==> src/inc/uirq_pkg.sv <==
package uirq_pkg;
    // Register byte offsets.
    localparam logic [7:0] UIRQ_ENABLE_OFS = 8'h04;
    localparam logic [7:0] UIRQ_IDENT_OFS = 8'h08;
    // Fifo control field positions.
    localparam int UIRQ_FC_EN_BIT = 0;
    localparam int UIRQ_FC_RX_FIFO_CLEAR_BIT = 1;
    localparam int UIRQ_FC_TX_FIFO_CLEAR_BIT = 2;
    localparam int UIRQ_FC_DMA1_BIT = 3;
    localparam int UIRQ_FC_TRIG_LSB = 6;
    // Interrupt enable field positions.
    localparam int UIRQ_IE_RX_BIT = 0;
    localparam int UIRQ_IE_TX_BIT = 1;
    localparam int UIRQ_IE_LS_BIT = 2;
    // Identification field positions.
    localparam int UIRQ_ID_PEND_BIT = 0;
    localparam int UIRQ_ID_TYPE_LSB = 1;
    localparam int UIRQ_ID_MODE_LSB = 6;
    // Reset values.
    localparam logic [1:0] UIRQ_TRIG_RESET = 2'h0;
    localparam logic [2:0] UIRQ_IE_RESET = 3'h0;
    // Interrupt type codes.
    localparam logic [2:0] UIRQ_ID_NONE = 3'h0;
    localparam logic [2:0] UIRQ_ID_THRE = 3'h1;
    localparam logic [2:0] UIRQ_ID_RDR = 3'h2;
    localparam logic [2:0] UIRQ_ID_LS = 3'h3;
    localparam logic [2:0] UIRQ_ID_TO = 3'h6;
    localparam logic [1:0] UIRQ_MODE_FIFO = 2'h3;
    // Receive time-out length in character times.
    localparam logic [2:0] UIRQ_CHAR_TIMES = 3'h4;
    // Receive trigger thresholds in bytes.
    localparam logic [4:0] UIRQ_TRIG_L0 = 5'h01;
    localparam logic [4:0] UIRQ_TRIG_L1 = 5'h04;
    localparam logic [4:0] UIRQ_TRIG_L2 = 5'h08;
    localparam logic [4:0] UIRQ_TRIG_L3 = 5'h0e;

    function automatic logic [4:0] uirq_trig_bytes(input logic [1:0] code);
        logic [4:0] r;
        r = UIRQ_TRIG_L0;
        unique case (code)
            2'h0: r = UIRQ_TRIG_L0;
            2'h1: r = UIRQ_TRIG_L1;
            2'h2: r = UIRQ_TRIG_L2;
            2'h3: r = UIRQ_TRIG_L3;
        endcase
        return r;
    endfunction : uirq_trig_bytes
endpackage : uirq_pkg

==> src/design/uirq_top.sv <==
// The APB register port and the register addresses were decided locally.
`timescale 1ns/100ps
// How it works
// - line errors raise top-priority line status interrupt
// - overrun cause cleared by line status read
// - error cause held until errored characters read
// - non-fifo: waiting character raises data ready
// - non-fifo: buffer read clears data ready
// - fifo: fill reaching trigger raises data ready
// - fifo: four idle character times reassert interrupt
// - fifo: fill below trigger clears data ready
// - fifo: idle non-empty fifo raises time-out
// - time-out cleared by read, push, receiver reset
// - transmit empty raises lowest-priority interrupt
// - transmit write clears transmit-empty interrupt
// - first cpu or dma read clears time-out interrupt
// - shared address: read identifies, write controls
// - other control bits need fifo enable set
// - control field layout, all resetting to zero
// - pending flag low while enabled interrupt pending
// - trigger codes select 1, 4, 8, 14
// - clear bits empty fifo, self-return zero
// - disabling fifos clears pointers and counters
module uirq_top
    import uirq_pkg::*;
#(
    parameter int CNT_W = 5
)
(
    input wire logic pclk,
    input wire logic presetn,
    input wire logic psel,
    input wire logic penable,
    input wire logic pwrite,
    input wire logic [7:0] paddr,
    input wire logic [31:0] pwdata,
    output logic [31:0] prdata,
    output logic pready,
    output logic pslverr,
    input wire logic [CNT_W-1:0] rx_count,
    input wire logic rx_push,
    input wire logic rx_push_err,
    input wire logic rx_read_cpu,
    input wire logic rx_read_dma,
    input wire logic rx_pop_err,
    input wire logic overrun_in,
    input wire logic lsr_read,
    input wire logic char_tick,
    input wire logic receiver_reset_n,
    input wire logic tx_empty,
    input wire logic thr_write,
    output logic fifo_enable,
    output logic dma_mode_one,
    output logic [1:0] rx_trigger_level,
    output logic rx_fifo_clear,
    output logic tx_fifo_clear,
    output logic irq
);
    typedef struct packed {
        logic [2:0] ie;
        logic fifo_en;
        logic dma1;
        logic [1:0] trig;
        logic rx_clr;
        logic tx_clr;
        logic [CNT_W-1:0] err_cnt;
        logic overrun;
        logic [2:0] idle_ticks;
        logic timeout;
        logic thre;
        logic tx_empty_q;
        logic [31:0] rdata;
        logic ready;
        logic slverr;
        logic irq;
    } uirq_state_t;

    uirq_state_t state_reg;
    uirq_state_t state_next;
    logic [2:0] id_code;
    logic ls_pend;
    logic rdr_pend;
    logic rx_pop;
    logic setup;
    logic done;
    logic hit_ie;
    logic hit_id;

    assign rx_pop = rx_read_cpu | rx_read_dma;
    assign setup = psel & ~penable;
    assign done = psel & penable & state_reg.ready;
    assign hit_ie = (paddr == UIRQ_ENABLE_OFS);
    assign hit_id = (paddr == UIRQ_IDENT_OFS);
    assign ls_pend = state_reg.overrun | (state_reg.err_cnt != '0);

    // Data ready follows the fill level, so draining by either reader clears it at once.
    always_comb
    begin
        if (state_reg.fifo_en)
        begin
            rdr_pend = ({{(8-CNT_W){1'b0}}, rx_count} >=
                        {3'h0, uirq_trig_bytes(state_reg.trig)});
        end
        else
        begin
            rdr_pend = (rx_count != '0);
        end
    end

    always_comb
    begin
        id_code = UIRQ_ID_NONE;
        if (state_reg.ie[UIRQ_IE_LS_BIT] && ls_pend)
        begin
            id_code = UIRQ_ID_LS;
        end
        else if (state_reg.ie[UIRQ_IE_RX_BIT] && state_reg.timeout)
        begin
            id_code = UIRQ_ID_TO;
        end
        else if (state_reg.ie[UIRQ_IE_RX_BIT] && rdr_pend)
        begin
            id_code = UIRQ_ID_RDR;
        end
        else if (state_reg.ie[UIRQ_IE_TX_BIT] && state_reg.thre)
        begin
            id_code = UIRQ_ID_THRE;
        end
    end

    always_comb
    begin
        logic fc_wr;
        logic clr_rx;
        logic thre_set;
        fc_wr = 1'b0;
        clr_rx = 1'b0;
        thre_set = 1'b0;
        state_next = state_reg;
        state_next.rx_clr = 1'b0;
        state_next.tx_clr = 1'b0;
        state_next.ready = 1'b0;
        state_next.slverr = 1'b0;
        // The answer is prepared in the setup cycle so that prdata comes from a flop.
        if (setup)
        begin
            state_next.ready = 1'b1;
            state_next.slverr = ~(hit_ie | hit_id);
            state_next.rdata = '0;
            if (!pwrite && hit_ie)
            begin
                state_next.rdata[2:0] = state_reg.ie;
            end
            else if (!pwrite && hit_id)
            begin
                state_next.rdata[UIRQ_ID_MODE_LSB +: 2] =
                    state_reg.fifo_en ? UIRQ_MODE_FIFO : 2'h0;
                state_next.rdata[UIRQ_ID_TYPE_LSB +: 3] = id_code;
                state_next.rdata[UIRQ_ID_PEND_BIT] = (id_code == UIRQ_ID_NONE);
            end
        end
        if (done && pwrite && hit_ie)
        begin
            state_next.ie = pwdata[2:0];
        end
        fc_wr = done && pwrite && hit_id;
        if (fc_wr)
        begin
            state_next.fifo_en = pwdata[UIRQ_FC_EN_BIT];
            // A write that only now sets the enable leaves the other fields untouched.
            if (state_reg.fifo_en)
            begin
                state_next.trig = pwdata[UIRQ_FC_TRIG_LSB +: 2];
                state_next.dma1 = pwdata[UIRQ_FC_DMA1_BIT];
                state_next.rx_clr = pwdata[UIRQ_FC_RX_FIFO_CLEAR_BIT];
                state_next.tx_clr = pwdata[UIRQ_FC_TX_FIFO_CLEAR_BIT];
            end
            if (!pwdata[UIRQ_FC_EN_BIT])
            begin
                state_next.rx_clr = state_reg.fifo_en;
                state_next.tx_clr = state_reg.fifo_en;
            end
        end
        clr_rx = state_next.rx_clr;
        // Error accounting: a push and pop of errored characters together cancel out.
        if (clr_rx)
        begin
            state_next.err_cnt = '0;
        end
        else if (rx_push && rx_push_err && !(rx_pop && rx_pop_err))
        begin
            state_next.err_cnt = CNT_W'(state_reg.err_cnt + 1'b1);
        end
        else if (rx_pop && rx_pop_err && !(rx_push && rx_push_err) &&
                 (state_reg.err_cnt != '0))
        begin
            state_next.err_cnt = CNT_W'(state_reg.err_cnt - 1'b1);
        end
        // Overrun set wins over the clearing read.
        if (overrun_in)
        begin
            state_next.overrun = 1'b1;
        end
        else if (lsr_read)
        begin
            state_next.overrun = 1'b0;
        end
        // Idle timer counts character times with no fifo traffic.
        if (rx_push || rx_pop || clr_rx || !state_reg.fifo_en || rx_count == '0)
        begin
            state_next.idle_ticks = '0;
        end
        else if (char_tick && state_reg.idle_ticks != UIRQ_CHAR_TIMES)
        begin
            state_next.idle_ticks = 3'(state_reg.idle_ticks + 1'b1);
        end
        if (rx_push || rx_pop || !receiver_reset_n || clr_rx || !state_reg.fifo_en)
        begin
            state_next.timeout = 1'b0;
        end
        else if (state_reg.idle_ticks == UIRQ_CHAR_TIMES && rx_count != '0)
        begin
            state_next.timeout = 1'b1;
        end
        // Empty transmitter sets the flag on its rising edge; that set beats a write.
        state_next.tx_empty_q = tx_empty;
        thre_set = tx_empty && !state_reg.tx_empty_q;
        if (thre_set)
        begin
            state_next.thre = 1'b1;
        end
        else if (thr_write)
        begin
            state_next.thre = 1'b0;
        end
        state_next.irq = (id_code != UIRQ_ID_NONE);
    end

    always_ff @(posedge pclk or negedge presetn)
    begin
        if (!presetn)
        begin
            state_reg <= '0;
            state_reg.ie <= UIRQ_IE_RESET;
            state_reg.trig <= UIRQ_TRIG_RESET;
        end
        else
        begin
            state_reg <= state_next;
        end
    end

    assign prdata = state_reg.rdata;
    assign pready = state_reg.ready;
    assign pslverr = state_reg.slverr;
    assign fifo_enable = state_reg.fifo_en;
    assign dma_mode_one = state_reg.dma1;
    assign rx_trigger_level = state_reg.trig;
    assign rx_fifo_clear = state_reg.rx_clr;
    assign tx_fifo_clear = state_reg.tx_clr;
    assign irq = state_reg.irq;

    ls_priority_a: assert property (@(posedge pclk) disable iff (!presetn)
        (state_reg.ie[UIRQ_IE_LS_BIT] && ls_pend) |-> id_code == UIRQ_ID_LS)
        else $error("line status not reported first");

    overrun_clear_a: assert property (@(posedge pclk) disable iff (!presetn)
        (lsr_read && !overrun_in) |=> !state_reg.overrun)
        else $error("overrun cause not cleared by line status read");

    error_hold_a: assert property (@(posedge pclk) disable iff (!presetn)
        (rx_push && rx_push_err && !state_next.rx_clr) |=> ls_pend)
        else $error("errored character did not hold line status");

    trig_ready_a: assert property (@(posedge pclk) disable iff (!presetn)
        (state_reg.fifo_en && state_reg.trig == 2'h2 && rx_count >= CNT_W'(8) &&
         state_reg.ie[UIRQ_IE_RX_BIT] && !(state_reg.ie[UIRQ_IE_LS_BIT] && ls_pend))
        |-> (id_code == UIRQ_ID_RDR || id_code == UIRQ_ID_TO))
        else $error("trigger level reached without data ready");

    timeout_set_a: assert property (@(posedge pclk) disable iff (!presetn)
        (state_reg.fifo_en && state_reg.idle_ticks == UIRQ_CHAR_TIMES && rx_count != '0 &&
         !rx_push && !rx_pop && receiver_reset_n && !state_next.rx_clr && state_next.fifo_en)
        |=> state_reg.timeout)
        else $error("time-out not raised after idle character times");

    timeout_clear_a: assert property (@(posedge pclk) disable iff (!presetn)
        (rx_push || rx_read_dma || !receiver_reset_n) |=> !state_reg.timeout)
        else $error("time-out not cleared");

    thre_clear_a: assert property (@(posedge pclk) disable iff (!presetn)
        (thr_write && !(tx_empty && !state_reg.tx_empty_q)) |=> !state_reg.thre)
        else $error("transmit empty not cleared by write");

    ctrl_ignore_a: assert property (@(posedge pclk) disable iff (!presetn)
        (!state_reg.fifo_en) |=> $stable(state_reg.trig) && !state_reg.rx_clr)
        else $error("control bits changed with fifos disabled");

    pend_flag_a: assert property (@(posedge pclk) disable iff (!presetn)
        (setup && !pwrite && hit_id) |=>
        prdata[UIRQ_ID_PEND_BIT] == ($past(id_code) == UIRQ_ID_NONE) && pready)
        else $error("pending flag wrong on identification read");

    clear_pulse_a: assert property (@(posedge pclk) disable iff (!presetn)
        rx_fifo_clear |-> (state_reg.err_cnt == '0) ##1 !rx_fifo_clear)
        else $error("fifo clear did not self-return");

    disable_clear_a: assert property (@(posedge pclk) disable iff (!presetn)
        (done && pwrite && hit_id && !pwdata[0] && state_reg.fifo_en) |=>
        rx_fifo_clear && tx_fifo_clear && !fifo_enable)
        else $error("disabling fifos did not clear them");
endmodule : uirq_top

==> config.mk <==
export PLATFORM = sky130hd
export DESIGN_NAME = uirq_top
export DESIGN_NICKNAME = d
export VERILOG_FILES = /design/src/inc/uirq_pkg.sv /design/src/design/uirq_top.sv
export SDC_FILE = /design/constraint.sdc
export NUM_CORES = 1
export LEC_CHECK = 0
export ABC_AREA = 1
export ABC_CLOCK_PERIOD_IN_PS = 1500
export BUFFER_PORTS_ARGS = -buffer_cell sky130_fd_sc_hd__buf_2
export CORE_MARGIN = 2
export CORE_UTILIZATION = 30
export DETAILED_ROUTE_END_ITERATION = 7
export PLACE_DENSITY_LB_ADDON = 0.1
export SETUP_SLACK_MARGIN = 0.02
export SLEW_MARGIN = 20
export SYNTH_ARGS = -nofsm -noshare
export SYNTH_HDL_FRONTEND = slang
export SYNTH_SLANG_ARGS = --single-unit
==> constraint.sdc <==
create_clock -name pclk -period 1.5 [get_ports pclk]
set_input_delay 0.225 -clock pclk [delete_from_list [all_inputs] [get_ports pclk]]
set_output_delay 0.225 -clock pclk [all_outputs]
set_load 0.01 [all_outputs]
-- After elaboration in Yosys (flattened, before gate mapping)
Cells that the tools add are included.
- register bits: 30
- bits in latches: 0
- memory bits (writable): 0
- memory bits (read-only): 0
- output and inout port bits: 41
- word-level logic and storage cells: 105
- memories kept: 0
- $add $sub $neg: 3
- $mul: 0
- div/mod/pow operators: 0
- $lt $le $gt $ge: 1
- equal/unequal tests: 7
- shift-type cells: 0
- multiplexer cells: 28
- bitwise logic cells: 8
- reductions and logical operators: 42
- operators with widths (kind ; count):
    5-bit 2-to-1 mux ; 4
    5-bit case mux with 4 select lines ; 1
    1-bit logical AND ; 17
    2-bit 2-to-1 mux ; 8
    3-bit 2-to-1 mux ; 5
    5-bit nonzero test ; 2
    1-bit 2-to-1 mux ; 9
    8-bit by 3-bit == test with 1-bit output, second input constant ; 1
    8-bit by 4-bit == test with 1-bit output, second input constant ; 1
    2-bit nonzero test ; 4
    1-bit logical OR ; 7
    1-bit logical NOT ; 6
    3-bit nonzero test ; 2
    5-bit by 1-bit adder with 5-bit output, second input constant ; 1
    5-bit >= comparator ; 1
    5-bit logical NOT ; 1
    5-bit by 1-bit subtractor with 5-bit output, second input constant ; 1
    2-bit == test, second input constant ; 2
    4-bit 2-to-1 mux ; 1
    3-bit by 1-bit adder with 3-bit output, second input constant ; 1
    1-bit bitwise AND ; 3
    3-bit == test, second input constant ; 1
    3-bit logical NOT ; 1
    3-bit != test, second input constant ; 1
    other kinds (5) ; 8

-- Logic depth before layout (Yosys ltp)
- depth after elaboration: 12
- depth in mapped cells: 12
- gate-level depth less buffers: 12

-- Worst setup path after synthesis
No wires, ideal clock.
- path type: input to register
- from: input rx_pop_err
- to: register state_reg[46] (netlist name)
- library setup time: 0.127 ns
- arrival: 1.370 ns
- path slack: 0.003 ns
- stages: 7
- cell sequence: inv_1 > o21ai_2 > inv_1 > fa_1 > o21ai_0 > xor2_1 > a21oi_1
- longest elaborated chain between the ends: 5
- elaborated cells on any way between the ends: 8
- classes of those cells: 2 x mux; 6 x reduce/logical
- ends and longest elaborated chain (item ; line ; text):
    from (decl) ; uirq_top.sv:45 ; input wire logic rx_pop_err,
    1-bit logical AND (*) ; uirq_top.sv:190, uirq_top.sv:194 ;
    1-bit logical NOT ; uirq_top.sv:190 ; else if (rx_push && rx_push_err && !(rx_pop && rx_pop_err))
    1-bit logical AND ; uirq_top.sv:190 ;
    5-bit 2-to-1 mux ; uirq_top.sv:190 ;
    5-bit 2-to-1 mux ; uirq_top.sv:186 ; if (clr_rx)
    to (signal assigned) ; uirq_top.sv:249 ; state_reg <= state_next;
    to (decl) ; uirq_top.sv:78 ; uirq_state_t state_reg;
Mark *: on every way between the ends. The rest lies on a longest branch, timed or not.
A chain may end at the register's enable or synchronous reset.

-- Worst setup path after layout
- from: register state_reg (netlist bit rx_trigger_level[0])
- to: register state_reg (netlist bit prdata[2])
- longest elaborated chain between the ends: 11
- elaborated cells on any way between the ends: 14
- classes of those cells: 1 x order compare; 3 x eq/ne; 8 x mux; 2 x reduce/logical
- ends and longest elaborated chain (item ; line ; text):
    2-bit == test (tied with other cells) ; uirq_pkg.sv:40 ; unique case (code)
    5-bit case mux with 4 select lines (*) ; uirq_pkg.sv:40 ;
    5-bit 2-to-1 mux (*) ; uirq_top.sv:99 ; if (state_reg.fifo_en)
    5-bit >= comparator (*) ; uirq_top.sv:101 ; rdr_pend = ({{(8-CNT_W){1'b0}}, rx_count} >=
    1-bit 2-to-1 mux (*) ; uirq_top.sv:99 ;
    1-bit logical AND (*) ; uirq_top.sv:121 ; else if (state_reg.ie[UIRQ_IE_RX_BIT] && rdr_pend)
    2-bit 2-to-1 mux (*) ; uirq_top.sv:121 ;
    3-bit 2-to-1 mux (*) ; uirq_top.sv:117 ; else if (state_reg.ie[UIRQ_IE_RX_BIT] && state_reg.timeout)
    3-bit 2-to-1 mux (*) ; uirq_top.sv:113 ; if (state_reg.ie[UIRQ_IE_LS_BIT] && ls_pend)
    4-bit 2-to-1 mux (*) ; uirq_top.sv:154 ; else if (!pwrite && hit_id)
    3-bit 2-to-1 mux (*) ; uirq_top.sv:150 ; if (!pwrite && hit_ie)
Mark *: on every way between the ends. The rest lies on a longest branch, timed or not. The select of a mux whose other input is x is not followed.

==> out/qor.yml <==
status:
  status: "finished, violations left"
  violations: "negative setup slack"
finish:
  fin_cells: 393
  syn_to_final_growth_pct: 26.9
  largest_register_ffs: 15
  utilization: 0.390
  antenna_cells: 0
  nNetsFinal: 387
  drive_gt1_frac: 0.316
grt:
  grt_pass1_wl_mm: 6.69
  use_met3: 0.0305
  grt_max_degree: 16
  grtUsageMet1: 0.159
  grt_use_total: 0.118
  grt_pass1_vias: 1488
  grt_use_met2: 0.184
  antenna_found_initial: 0
  busiest_layer: "met2"
  grt_overflow: 0
placed_design:
  portBuffers: 49
  dpl.hpwl_mm: 3.23
  dp.cells: 383
  place_congestion: 0.742
timing:
  final.setup.worst_slack_ns: -0.142
  clock.fmax_mhz: 609
  finalCritPeriodShare: 1.09
  final-max-slew-violation-count: 0
  final_hold_viol_count: 0
  skew_ns: 0.00317
  min_period_ns: 1.64
  setup-violations-final: 3
  rsz0062_at_grt: "yes"
die:
  ios: 102
  core_sq_um: 6280
  die_x_microns: 84.2
  dieArea_sq_um: 7080
  rows: 29
  start_util: 0.307
  die_h_microns: 84.2
setup_path:
  worstPathRequired_ns: 1.67
  path_class: "reg2reg"
  worstPathArrival_ns: 1.81
  r2r_cells: 12
  cpMaxStageDelayCell: "dfrtp_1"
  path_common_cell: "nand2_1"
  worstPathMaxFanout: 4
  start_kind: "register"
  max_stage_delay_ns: 0.40
  critPathCaptureType: "register"
  cp_cell_sequence: "inv_1 > ha_4 > nand2_1 > nand2_1 > nand2_1 > nand2_1 > nor2_1 > nor2_1 > nor2_2 > nand2_1 > a21oi_2 > nor2_1"
hold_path:
  holdCritPathClass: "in2reg"
  hold_depth: 1
synthesis:
  yosys_warnings: 0
  synth_seq_cells: 29
  syn_area_sq_um: 1930
  seq_area_frac_synth: 0.376
  synth_cells: 247
  syn_area_per_cell_sq_um: 7.81
  netlist-cell-type-count: 27
route:
  drt_pass1_iterations: 4
  via_per_inst: 4.22
  vias: 1658
  drc: 0
  ant_nets: 0
  wl_per_cell_microns: 10.4
  first_iter_violations: 104
  routed_wirelength_mm: 4.08
clocking:
  cts.sinks: 29
  clkSlewWorstSetupHoldPaths_ns: 0.06
  cts_tree: "yes"
  clkLatencyLatePin_ns: 0.27
  root_buffer: "clkbuf_8"
  cts_buffers: 5
  clockBufferDepth: 2
  h-tree-depth: 2
pwr:
  peakVddDrop_uv: 425
  pwr_density_cell_nw_per_um2: 936
  p_leak_nw: 1.35
flow_run:
  drv_cap: 0
## report_power, final
group | leakage, nW | internal (mW) | switching [mW]
Sequential | 0.367 | 0.864 | 0.0685
Combinational | 0.937 | 0.354 | 0.357
Clock | 0.0443 | 0.363 | 0.283
Total | 1.35 | 1.58 | 0.708
## worst paths after layout
kind / startpoint / end / slack, ns
max: rx_trigger_level[0]$_DFFE_PN0P_ / prdata[2]$_DFFE_PN0P_ / -0.14
min: tx_empty / state_reg[35]$_DFF_PN0_ / 0.07
max reg2reg: rx_trigger_level[0]$_DFFE_PN0P_ / prdata[2]$_DFFE_PN0P_ / -0.14
min reg2reg: state_reg[35]$_DFF_PN0_ / state_reg[36]$_DFFE_PN0P_ / 0.44
max in group asynchronous: presetn / state_reg[38]$_DFFE_PN0P_ / 0.69
min in group asynchronous: presetn / prdata[0]$_DFFE_PN0P_ / 0.40
## synth_stat cells
master    instances  area share
nor2_1           22       0.043
nand2_1          48       0.093
o31ai_1           1      0.0039
a31oi_1           1      0.0032
nor2_4            1      0.0058
nand3_1          14       0.036
dfrtp_1          29        0.38
o21ai_2           2      0.0091
buf_4            34        0.13
xnor2_1           3       0.014
nand4_2           1      0.0065
nor2_2            3      0.0097
a21oi_1          12       0.031
o21ai_0          10       0.026
fa_1              1       0.010
conb_1            1      0.0019
o21ai_4           1      0.0084
nand3b_1          1      0.0039
nor3_1            2      0.0052
ha_1              9       0.058
o21bai_1          1      0.0039
nor3_2            1      0.0052
nand4_1           5       0.016
xor2_1            3       0.014
inv_1            39       0.076
nand2_2           1      0.0032
o22ai_1           1      0.0032
## area by class of cell
cell class,count,area [sq um]
inverter,39,146
clock buffer,7,86.3
multi-input combinational,170,966
sequential,29,726
timing repair buffer,71,425
tap,77,96.3
fill,659,3830
## what timing repair did
action,4_1_cts,5_1_grt
setup buffers,2,0
hold buffers,1,0
endpoints found under the setup margin,9,10
gates resized for setup,2,13
endpoints found under the hold margin,14,0
pin swaps,2,4
## placed cells by master (no fill, tap or decap), types with 6 or more instances in the layout
cell type and count:
a21oi_1 9, buf_2 49, buf_4 20, clkbuf_8 6
conb_1 26, dfrtp_1 29, ha_1 7, inv_1 37
nand2_1 47, nand3_1 13, nor2_1 20, o21ai_0 9
## metal layers
metal	vias up	wire, microns
met5	-	0
met3	4	250
li1	855	-
met4	0	31
met1	749	1910
met2	50	1890
## per-stage QoR
step	TNS (ns)	hold slack [ns]	cell area [sq um]	setup slack, ns	total power [mW]
6_report	-0.266	0.0693	2450	-0.142	2.29
5_1_grt	-0.912	0.0551	2450	-0.315	2.46
4_1_cts	-0.342	0.0573	2400	-0.133	2.27
3_5_place_dp	-0.609	0.168	2270	-0.166	1.59
3_3_place_gp	-0.582	0.168	2270	-0.160	1.59
2_1_floorplan	0	-0.0706	2030	0.0323	1.39
## worst max-delay path: cells and delay by family, from the launching register on
| family | cells | cell delay, ns |
|---|---|---|
| AO/OA/AOI/OAI | 1 | 0.15 |
| adder cells (fa/ha/maj) | 1 | 0.22 |
| buffers and inverters | 1 | 0.12 |
| flip-flops | 1 | 0.40 |
| AND/OR/NAND/NOR | 9 | 0.63 |
## cells by family after synthesis
group                    Yosys count  share of synthesized area
AND/OR/NAND/NOR                   99                      0.228
buffers and inverters             73                      0.208
AO/OA/AOI/OAI                     29                     0.0889
flip-flops                        29                      0.376
adder cells (fa/ha/maj)           10                     0.0688
XOR/XNOR                           6                     0.0273
other                              1                    0.00194
Note: power is estimated with default switching activity, not from simulation.
